`src/supply_wd_defs.svh`:
```
`ifndef SUPPLY_WD_DEFS_SVH
`define SUPPLY_WD_DEFS_SVH

// ----------------------------------------
// Clock and time base
// ----------------------------------------
`define CLK_PERIOD_NS 50
`define TICK_NS       250000
`define TICK_US       250
`define TICK_CYC_DFLT (`TICK_NS / `CLK_PERIOD_NS)
`define PRE_W         13

// ----------------------------------------
// Durations in their own units
// ----------------------------------------
`define WD_P0_US      750
`define WD_P1_US      1500
`define WD_P2_US      12500
`define WD_P3_US      25000
`define HOLD1_MS      50
`define HOLD2_MS      10
`define US_PER_MS     1000

// Least times round up to whole ticks.
`define US_TICKS(t)   (((t) + `TICK_US - 1) / `TICK_US)
`define MS_TICKS(t)   `US_TICKS((t) * `US_PER_MS)

// ----------------------------------------
// Counters and input bundle
// ----------------------------------------
`define CNT_W         8
`define IN_W          5
`define IN_UV         0
`define IN_KICK       1
`define IN_SEL_LO     2
`define IN_SEL_HI     3
`define IN_FLOAT      4
`define IN_RST        5'h01
`define HELP_W        24

`endif

```
`src/supply_wd_pkg.sv`:
```
`default_nettype none
`include "supply_wd_defs.svh"

package supply_wd_pkg;
  // Reset sequence: both low, secondary only low, running.
  typedef enum logic [2:0] {
    ST_HOLD = 3'b001,
    ST_EXT  = 3'b010,
    ST_RUN  = 3'b100
  } seq_state_e;

  typedef logic [`CNT_W-1:0] tick_count_t;
endpackage

`default_nettype wire

```
`src/supply_watchdog_reset_gen.sv`:
```
`timescale 1ns/1ns
`default_nettype none
`include "supply_wd_defs.svh"

module supply_watchdog_reset_gen #(
  parameter int TICK_CYCLES = `TICK_CYC_DFLT
) (
  input  wire logic clk,
  input  wire logic rst,
  input  wire logic monitored_supply_low,
  input  wire logic kick_input,
  input  wire logic kick_floating,
  input  wire logic period_sel_hi,
  input  wire logic period_sel_lo,
  output var  logic reset1_n,
  output var  logic reset2_n
);
  import supply_wd_pkg::*;

  // ----------------------------------------
  // Helpers
  // ----------------------------------------

  // Watchdog period in ticks for a select code, high bit first.
  function automatic tick_count_t period_ticks(input logic [1:0] sel);
    tick_count_t p;
    p = tick_count_t'(`US_TICKS(`WD_P0_US));
    unique case (sel)
      2'h0: p = tick_count_t'(`US_TICKS(`WD_P0_US));
      2'h1: p = tick_count_t'(`US_TICKS(`WD_P1_US));
      2'h2: p = tick_count_t'(`US_TICKS(`WD_P2_US));
      2'h3: p = tick_count_t'(`US_TICKS(`WD_P3_US));
    endcase
    return p;
  endfunction

  localparam tick_count_t HOLD1_TICKS = tick_count_t'(`MS_TICKS(`HOLD1_MS));
  localparam tick_count_t HOLD2_TICKS = tick_count_t'(`MS_TICKS(`HOLD2_MS));
  localparam logic [`PRE_W-1:0] PRE_LAST = `PRE_W'(TICK_CYCLES - 1);

  // ----------------------------------------
  // Input synchronisers
  // ----------------------------------------
  logic [`IN_W-1:0] sync1;
  logic [`IN_W-1:0] sync2;
  logic [`IN_W-1:0] sync3;
  logic [`IN_W-1:0] filt;
  logic [`IN_W-1:0] raw;
  logic [`IN_W-1:0] agree;
  logic [`IN_W-1:0] next_filt;

  assign raw = {kick_floating, period_sel_hi, period_sel_lo,
                kick_input, monitored_supply_low};

  // A bit only moves once stages two and three agree, which rejects a
  // single-cycle glitch on a pin at the cost of two cycles of latency.
  always_comb begin
    agree     = ~(sync2 ^ sync3);
    next_filt = (sync2 & agree) | (filt & ~agree);
  end

  // The filtered supply flag starts high so power-up begins a sequence.
  // The stages start at the same value as the filter, so no bit can
  // flip on the first edge before the real pin level has arrived.
  always_ff @(posedge clk or posedge rst) begin
    if (rst) begin
      sync1 <= `IN_RST;
      sync2 <= `IN_RST;
      sync3 <= `IN_RST;
      filt  <= `IN_RST;
    end else begin
      sync1 <= raw;
      sync2 <= sync1;
      sync3 <= sync2;
      filt  <= next_filt;
    end
  end

  logic       uv;
  logic       wd_off;
  logic [1:0] sel;
  logic       kick_edge;

  assign uv        = filt[`IN_UV];
  assign wd_off    = filt[`IN_FLOAT];
  assign sel       = {filt[`IN_SEL_HI], filt[`IN_SEL_LO]};
  assign kick_edge = next_filt[`IN_KICK] != filt[`IN_KICK];

  // ----------------------------------------
  // Sequencer
  // ----------------------------------------
  seq_state_e        state;
  seq_state_e        next_state;
  logic [`PRE_W-1:0] pre;
  logic [`PRE_W-1:0] next_pre;
  tick_count_t       cnt;
  tick_count_t       next_cnt;
  tick_count_t       ext;
  tick_count_t       next_ext;
  logic              tick;
  logic              wd_expire;
  logic              next_r1n;
  logic              next_r2n;

  // Hold and watchdog share one prescaler; it is cleared at each
  // sequence start so both hold times are exact to the cycle.
  always_comb begin
    tick       = pre == PRE_LAST;
    next_pre   = tick ? '0 : pre + 1'b1;
    next_state = state;
    next_cnt   = cnt;
    next_ext   = ext;
    wd_expire  = 1'b0;
    if (uv) begin
      next_state = ST_HOLD;
      next_cnt   = '0;
      next_pre   = '0;
    end else begin
      unique case (state)
        ST_HOLD: begin
          if (tick) begin
            next_cnt = cnt + 1'b1;
            if (cnt + 1'b1 == HOLD1_TICKS) begin
              next_state = ST_EXT;
              next_cnt   = '0;
              next_ext   = '0;
            end
          end
        end
        ST_EXT, ST_RUN: begin
          if (kick_edge) begin
            next_cnt = '0;
          end else if (tick && !wd_off) begin
            next_cnt  = cnt + 1'b1;
            // At or past the period, so a shorter period picked mid-count
            // still expires instead of waiting for the counter to wrap.
            wd_expire = cnt + 1'b1 >= period_ticks(sel);
          end
          if (state == ST_EXT && tick) begin
            next_ext = ext + 1'b1;
            if (ext + 1'b1 == HOLD2_TICKS) begin
              next_state = ST_RUN;
            end
          end
          if (wd_expire) begin
            next_state = ST_HOLD;
            next_cnt   = '0;
            next_pre   = '0;
          end
        end
      endcase
    end
    // Outputs follow the next state so they change with it.
    next_r1n = next_state != ST_HOLD;
    next_r2n = next_state == ST_RUN;
  end

  // Power-up reset holds both outputs asserted.
  always_ff @(posedge clk or posedge rst) begin
    if (rst) begin
      state    <= ST_HOLD;
      pre      <= '0;
      cnt      <= '0;
      ext      <= '0;
      reset1_n <= 1'b0;
      reset2_n <= 1'b0;
    end else begin
      state    <= next_state;
      pre      <= next_pre;
      cnt      <= next_cnt;
      ext      <= next_ext;
      reset1_n <= next_r1n;
      reset2_n <= next_r2n;
    end
  end

  // ----------------------------------------
  // Checks
  // ----------------------------------------
  localparam int HOLD1_CYC = int'(HOLD1_TICKS) * TICK_CYCLES;
  localparam int HOLD2_CYC = int'(HOLD2_TICKS) * TICK_CYCLES;

  logic [`HELP_W-1:0] low_cyc;
  logic [`HELP_W-1:0] ext_cyc;
  logic [`HELP_W-1:0] idle_cyc;
  logic [`HELP_W-1:0] next_low_cyc;
  logic [`HELP_W-1:0] next_ext_cyc;
  logic [`HELP_W-1:0] next_idle_cyc;

  // Cycle counters that only the checks read.
  always_comb begin
    next_low_cyc  = (uv || reset1_n) ? '0 : low_cyc + 1'b1;
    next_ext_cyc  = (reset1_n && !reset2_n) ? ext_cyc + 1'b1 : '0;
    next_idle_cyc = (kick_edge || !reset1_n) ? '0 : idle_cyc + 1'b1;
  end

  always_ff @(posedge clk or posedge rst) begin
    if (rst) begin
      low_cyc  <= '0;
      ext_cyc  <= '0;
      idle_cyc <= '0;
    end else begin
      low_cyc  <= next_low_cyc;
      ext_cyc  <= next_ext_cyc;
      idle_cyc <= next_idle_cyc;
    end
  end

  property p_uv_low;
    @(posedge clk) disable iff (rst)
    uv |=> (!reset1_n && !reset2_n);
  endproperty
  a_uv_low: assert property (p_uv_low)
    else $error("Outputs not low during undervoltage.");

  property p_uv_hold;
    @(posedge clk) disable iff (rst)
    $fell(uv) |-> !reset1_n ##1 !reset1_n;
  endproperty
  a_uv_hold: assert property (p_uv_hold)
    else $error("Primary released as supply recovered.");

  property p_hold1_len;
    @(posedge clk) disable iff (rst)
    $rose(reset1_n) |-> ($past(low_cyc) + 1 >= HOLD1_CYC - 1)
                     && ($past(low_cyc) <= HOLD1_CYC + 1);
  endproperty
  a_hold1_len: assert property (p_hold1_len)
    else $error("Primary hold time wrong.");

  property p_hold2_len;
    @(posedge clk) disable iff (rst)
    $rose(reset2_n) |-> ($past(ext_cyc) + 1 >= HOLD2_CYC - 1)
                     && ($past(ext_cyc) <= HOLD2_CYC + 1);
  endproperty
  a_hold2_len: assert property (p_hold2_len)
    else $error("Secondary extension time wrong.");

  property p_same_edge;
    @(posedge clk) disable iff (rst)
    $fell(reset1_n) |-> !reset2_n;
  endproperty
  a_same_edge: assert property (p_same_edge)
    else $error("Secondary not asserted with primary.");

  property p_wd_late;
    @(posedge clk) disable iff (rst)
    ($fell(reset1_n) && !$past(uv)) |->
      $past(idle_cyc) + 1 >= (int'(period_ticks($past(sel))) - 1) * TICK_CYCLES;
  endproperty
  a_wd_late: assert property (p_wd_late)
    else $error("Watchdog reset came before the period.");

  property p_kick_clear;
    @(posedge clk) disable iff (rst)
    (kick_edge && reset1_n && !uv) |=> cnt == '0;
  endproperty
  a_kick_clear: assert property (p_kick_clear)
    else $error("Kick edge did not restart count.");

  property p_rel_clear;
    @(posedge clk) disable iff (rst)
    $rose(reset1_n) |-> cnt == '0 ##1 (cnt <= 1);
  endproperty
  a_rel_clear: assert property (p_rel_clear)
    else $error("Count not restarted at release.");

  property p_float;
    @(posedge clk) disable iff (rst)
    (wd_off && !uv && state != ST_HOLD) |=> reset1_n;
  endproperty
  a_float: assert property (p_float)
    else $error("Reset while watchdog disabled.");

  property p_uv_restart;
    @(posedge clk) disable iff (rst)
    uv |=> (cnt == '0 && pre == '0);
  endproperty
  a_uv_restart: assert property (p_uv_restart)
    else $error("Hold not restarted by undervoltage.");

  c_power_on: cover property (@(posedge clk) disable iff (rst)
    $rose(reset2_n));
  c_wd_reset: cover property (@(posedge clk) disable iff (rst)
    $fell(reset1_n) && !$past(uv));
  c_uv_in_ext: cover property (@(posedge clk) disable iff (rst)
    state == ST_EXT && uv);
  c_kick_restart: cover property (@(posedge clk) disable iff (rst)
    kick_edge && reset1_n && !uv);
  c_float_run: cover property (@(posedge clk) disable iff (rst)
    wd_off && reset2_n);

endmodule

`default_nettype wire

```
`config.mk`:
```
export PLATFORM = sky130hd
export DESIGN_NAME = supply_watchdog_reset_gen
export DESIGN_NICKNAME = d
export VERILOG_FILES = /design/src/supply_wd_pkg.sv /design/src/supply_watchdog_reset_gen.sv
export VERILOG_INCLUDE_DIRS = /design/src
export SDC_FILE = /design/constraint.sdc
export NUM_CORES = 1
export LEC_CHECK = 0
export BUFFER_PORTS_ARGS = -buffer_cell sky130_fd_sc_hd__buf_2
export CORE_UTILIZATION = 54
export DETAILED_ROUTE_END_ITERATION = 7
export PLACE_DENSITY = 0.77
export SYNTH_ARGS = -nofsm -noshare
export SYNTH_HDL_FRONTEND = slang
export SYNTH_SLANG_ARGS = --single-unit
```
`constraint.sdc`:
```
create_clock -name clk -period 2.7 [get_ports clk]
set_input_delay 0.27 -clock clk [delete_from_list [all_inputs] [get_ports clk]]
set_output_delay 0.27 -clock clk [all_outputs]
set_load 0.05 [all_outputs]
```
Word level (Yosys, flattened, before mapping):

Index checks and enable logic that the tools add are counted.

* flip-flop bits (word level): 54
* word-level logic and storage cells: 76
* input port bits: 7

* order comparisons: 1
* equality and inequality tests: 17
* $add $sub $neg: 3
* reduce and logical (&&, ||, !) cells: 7
* multiplexer cells: 31
* bitwise operators: 7

Operators with widths (count)
* 8-bit two-way mux: 13
* 13-bit two-way mux: 4
* 8-bit case mux with 2 select lines: 2
* 8-bit case mux with 4 select lines: 1
* 3-bit two-way mux: 6
* 8-bit by 1-bit adder with 8-bit output (second input constant): 2
* 13-bit by 1-bit adder with 13-bit output (second input constant): 1
* 13-bit equality test (second input constant): 1
* 5-bit bitwise AND: 2
* 5-bit inverter: 2
* 8-bit by 6-bit equality test with 1-bit output (second input constant): 1
* 8-bit equality test (second input constant): 1
* 8-bit greater-or-equal comparator: 1
* 3-bit equality test (second input constant): 2
* 2-bit inequality test (second input constant): 3
* 3-bit case mux with 2 select lines: 1
* 5-bit inequality test (second input constant): 1
* 5-bit OR: 1
* 5-bit XOR: 1
* 2-bit equality test (second input constant): 2
* 1-bit two-way mux: 4
* 4-bit AND reduction: 1
* 3-bit by 1-bit equality test with 1-bit output (second input constant): 1
* 3-bit by 2-bit equality test with 1-bit output (second input constant): 1
* other kinds (10): 11

Depth between registers and ports, before layout:

* depth after elaboration: 18
* depth in mapped cells: 11
* gate-level depth less buffers: 11

Least setup slack after synthesis:

OpenSTA, ideal clock, no wires.

* path type: reg-to-reg
* from: reg cnt[2]
* to: reg cnt[3]
* data required time: 2.613 ns
* arrival: 2.414 ns
* period minus slack after synthesis: 2.501 ns
* path slack: 0.199 ns
* cell stages (with the launch flop): 11
* cells stage by stage: dfrtp_1 and3_1 nand3_1 xor2_1 inv_1 ha_1 a211oi_1 a31oi_1 o31ai_2 nand3_1 o211ai_1

* word-level cells in the longest chain between the ends: 9
* elaborated cells on any way between the ends: 16

RTL lines
* from (decl): RTL line supply_watchdog_reset_gen.sv:96 `tick_count_t cnt;`
* from (signal assigned): RTL line supply_watchdog_reset_gen.sv:170 `cnt <= next_cnt;`
* 8-bit by 1-bit adder with 8-bit output (*)
* 8-bit greater-or-equal comparator: RTL line supply_watchdog_reset_gen.sv:137 `wd_expire = cnt + 1'b1 >= period_ticks(sel);`
* 1-bit two-way mux: RTL line supply_watchdog_reset_gen.sv:133 `end else if (tick && !wd_off) begin`
* 1-bit two-way mux: RTL line supply_watchdog_reset_gen.sv:131 `if (kick_edge) begin`
* 1-bit two-way mux: RTL line supply_watchdog_reset_gen.sv:119 `unique case (state)`
* 1-bit two-way mux: RTL line supply_watchdog_reset_gen.sv:114 `if (uv) begin`
* 8-bit two-way mux: RTL line supply_watchdog_reset_gen.sv:145 `if (wd_expire) begin`
* 8-bit case mux with 2 select lines: RTL line supply_watchdog_reset_gen.sv:119
* 8-bit two-way mux: RTL line supply_watchdog_reset_gen.sv:114

Every way passes the cells marked *; elsewhere a longest branch is shown, timed or not. The select of a mux whose other input is x is not followed.
A chain may end at the register's enable or synchronous reset.

Worst setup path after layout:

* from: reg cnt[0]
* to: reg cnt[7]

Same word-level chain as after synthesis.

==> impl_metrics.json <==
{
  "finalSetupViolations": 0,
  "p_int_mw": 1.15,
  "drc": 0,
  "cp_num_buf_inv": 2,
  "hold_ws_ns": 0.0518,
  "timing.rr.end": "cnt[7]",
  "period_share_pct": 95.3,
  "timing_hold_violations_final": 0,
  "drive_gt1_share_pct": 18.3,
  "antenna_left": 0,
  "hp-class": "in -> reg",
  "routed_via_density": 5.49,
  "antenna_found_initial": 0,
  "ys.flop_type": "dfrtp_1",
  "reg2reg_slack_ns": 0.13,
  "die_h_um": 72.9,
  "diodes": 0,
  "dieArea_um2": 5320,
  "synth-edff-count": 0,
  "cts-root-buf": "clkbuf_8",
  "cts_sinks": 54,
  "avgSynthCellArea_um2": 10.2,
  "grt-ovfl-total": 0,
  "h-tree-depth": 2,
  "power_frac_seq_pct": 57.5,
  "cp-end-kind": "flop",
  "core_um2": 4790,
  "initial_core_util_pct": 56.7,
  "crit_fanout": 5,
  "combinationalPowerShare_pct": 5.5,
  "grt_max_degree": 26,
  "maxSlewHeadroom_pct": 65.4,
  "peakVddDrop_mv": 0.390,
  "cts_buffers": 5,
  "worstMarginPinSlew_ns": 0.519,
  "cp.required_ns": 2.93,
  "cts_tree": "built",
  "drv_cap": 0,
  "period_minus_slack_ns": 2.57,
  "cp_top_family": "compound AO/OA/AOI/OAI gates",
  "power.total_mw": 1.49,
  "critical_path_class": "reg -> reg",
  "dr.pass1.iters": 4,
  "fin_area_um2": 3070,
  "netlist_area_um2": 2720,
  "status": "complete, no violations",
  "grt_use_total_pct": 20.5,
  "place.gp.congestion": 0.905,
  "std_cell_rows": 25,
  "syn_inst": 267,
  "r2r-start": "cnt[0]",
  "yosys_register_bits": 54,
  "cpPeakStageDelay_ns": 0.40,
  "cp.arrival_ns": 2.80,
  "p_leak_nw": 1.35,
  "ys.warnings.count": 0,
  "placed_area_um2": 2920,
  "hold_path_depth": 1,
  "crit_start": "cnt[0]",
  "synth_cell_type_count": 49,
  "fmax_mhz": 389,
  "min_from": "period_sel_lo",
  "reg2reg_depth": 12,
  "worst_path_max_delay_cell": "dfrtp_1",
  "p_per_area_nw_per_um2": 487,
  "drtIter0Drc": 95,
  "dp_hpwl_mm": 3.60,
  "vias": 1988,
  "clk_pin_slew_ns": 0.11,
  "synthArstFlopShare_pct": 100,
  "start_kind": "flop",
  "path_depth": 12,
  "p_sw_share_pct": 22.8,
  "routed_wl_mm": 4.92,
  "holdPathEnd": "sync1[2]",
  "fin_tns_setup_ns": 0,
  "max-clock-path-buffers": 2,
  "nNetsFinal": 311,
  "finalMaxSlewViolations": 0,
  "yosysSeqAreaShare_pct": 50.0,
  "grt_pass1_wl_mm": 8.26,
  "switchingPower_mw": 0.341,
  "syn_nets": 284,
  "crit_chain": "ha_2 -> nand3_1 -> xor2_1 -> inv_1 -> ha_1 -> o21a_1 -> o21ai_0 -> a31oi_1 -> o31ai_2 -> buf_4 -> nand4b_1 -> o211ai_1",
  "io_buffers": 8,
  "fill_cells": 389,
  "grt_pass1_vias": 1802,
  "finClkSkew_ns": 0.0149,
  "clk_latency_ns": 0.31,
  "top_level_ports": 9,
  "clockPowerShare_pct": 37.0,
  "wl_per_cell_um": 13.6,
  "syn_to_final_growth_pct": 12.9,
  "dieWidth_um": 72.9
}
cell families (layout without fill, tap and decap cells):
family          after synthesis  in the layout  share of synthesized area, %
compound gates               47             47                          11.9
fa+ha+maj                    15             15                          6.45
xor+xnor                     16             16                          5.16
mux                           4              4                          1.66
simple gates                116            116                          22.6
flops                        54             54                          50.0
buf+inv                      15             43                          2.17
sequential cells by signal (all words and copies together) (netlist names), named ones only:
signal	cells
pre	13
cnt	8
ext	8
sync1	5
sync2	5
sync3	5
state	3
filt	1
reset1_n	1
reset2_n	1
cells in the mapped netlist, types with 2 or more instances:
cell type	n	share of area [%]
or2_2	2	0.46
o211ai_1	4	1.1
nand2_1	32	4.4
mux2i_1	3	1.1
maj3_1	5	1.8
xnor2_1	6	1.9
o21ai_0	13	2.4
nand4_1	4	0.92
a31oi_1	5	1.2
nand3_2	2	0.74
o31ai_1	2	0.55
and3_1	10	2.3
o21a_1	3	0.83
ha_1	10	4.6
nand2b_1	4	0.92
inv_1	12	1.7
xor2_1	10	3.2
a211oi_1	2	0.55
nor2b_1	2	0.46
and4bb_2	3	1.4
or3_1	3	0.69
nand3_1	15	2.8
dfrtp_1	49	45
dfstp_2	5	4.8
nor2_1	26	3.6
nor3_1	4	0.74
nand4b_1	2	0.65
a21oi_1	8	1.5
metrics by stage:
stage                     std cells  utilization, %  setup WS [ns]
after CTS                       360            63.6         0.0342
after detailed placement        351            60.9         0.0795
after floorplan                 267               -          0.199
after global placement          351            60.9          0.209
after global routing            362            64.1        -0.0433
final                           362            64.1          0.128
worst reg2reg max path: stages (launching register included):
cell      delay, ns
dfrtp_1        0.40
ha_2           0.24
nand3_1        0.13
xor2_1         0.23
inv_1          0.07
ha_1           0.30
o21a_1         0.18
o21ai_0        0.16
a31oi_1        0.09
o31ai_2        0.31
buf_4          0.18
nand4b_1       0.09
o211ai_1       0.11
layout by cell type, fill, tap and decap left out, types with 5 or more instances in the layout:
cell type / count
nor2_1: 26
buf_2: 8
dfrtp_1: 48
and3_1: 10
o21ai_0: 13
buf_4: 14
xnor2_1: 6
clkbuf_8: 5
a31oi_1: 5
inv_1: 11
nand2_1: 32
ha_1: 9
dfstp_2: 5
nand3_1: 14
maj3_1: 5
xor2_1: 10
a21oi_1: 8
timing repair:
action	in CTS	in global routing
gates resized for setup	0	3
hold endpoints to repair	13	0
setup endpoints to repair	0	9
hold buffers	1	0
buffers inserted	0	2
how the worst max path moves through the flow:
stage / endpoint / slack (ns)
after floorplan: cnt[3] / 0.20
after global placement: cnt[7] / 0.21
after detailed placement: cnt[7] / 0.08
after CTS: cnt[7] / 0.03
after global routing: cnt[7] / -0.04
final: cnt[7] / 0.13
layout make-up:
type / count / area, um^2 / area share [%]
Tap cell: 67 / 83.8 / 2.73
Timing Repair Buffer: 23 / 155 / 5.06
Clock inverter: 3 / 48.8 / 1.59
Multi-Input combinational cell: 198 / 1310 / 42.6
Inverter: 12 / 45.0 / 1.47
Sequential cell: 54 / 1360 / 44.3
Clock buffer: 5 / 68.8 / 2.24
power by group through the flow:
stage | sequential [mW] | combinational (mW) | clock [mW]
floorplan | 0.868 | 0.0545 | 0
global placement | 0.873 | 0.0787 | 0
detailed placement | 0.874 | 0.0818 | 0
CTS | 0.859 | 0.0835 | 0.565
global route | 0.863 | 0.0946 | 0.597
finish | 0.858 | 0.0818 | 0.553
layer usage:
| layer | track usage [%] | up-vias | routed length (um) |
|---|---|---|---|
| li1 | - | 990 | - |
| met1 | 28.4 | 967 | 2360 |
| met2 | 32.3 | 25 | 2370 |
| met3 | 4.28 | 6 | 124 |
| met4 | 6.97 | 0 | 61 |
| met5 | 0 | - | 0 |
(Power assumes the default switching activity.)
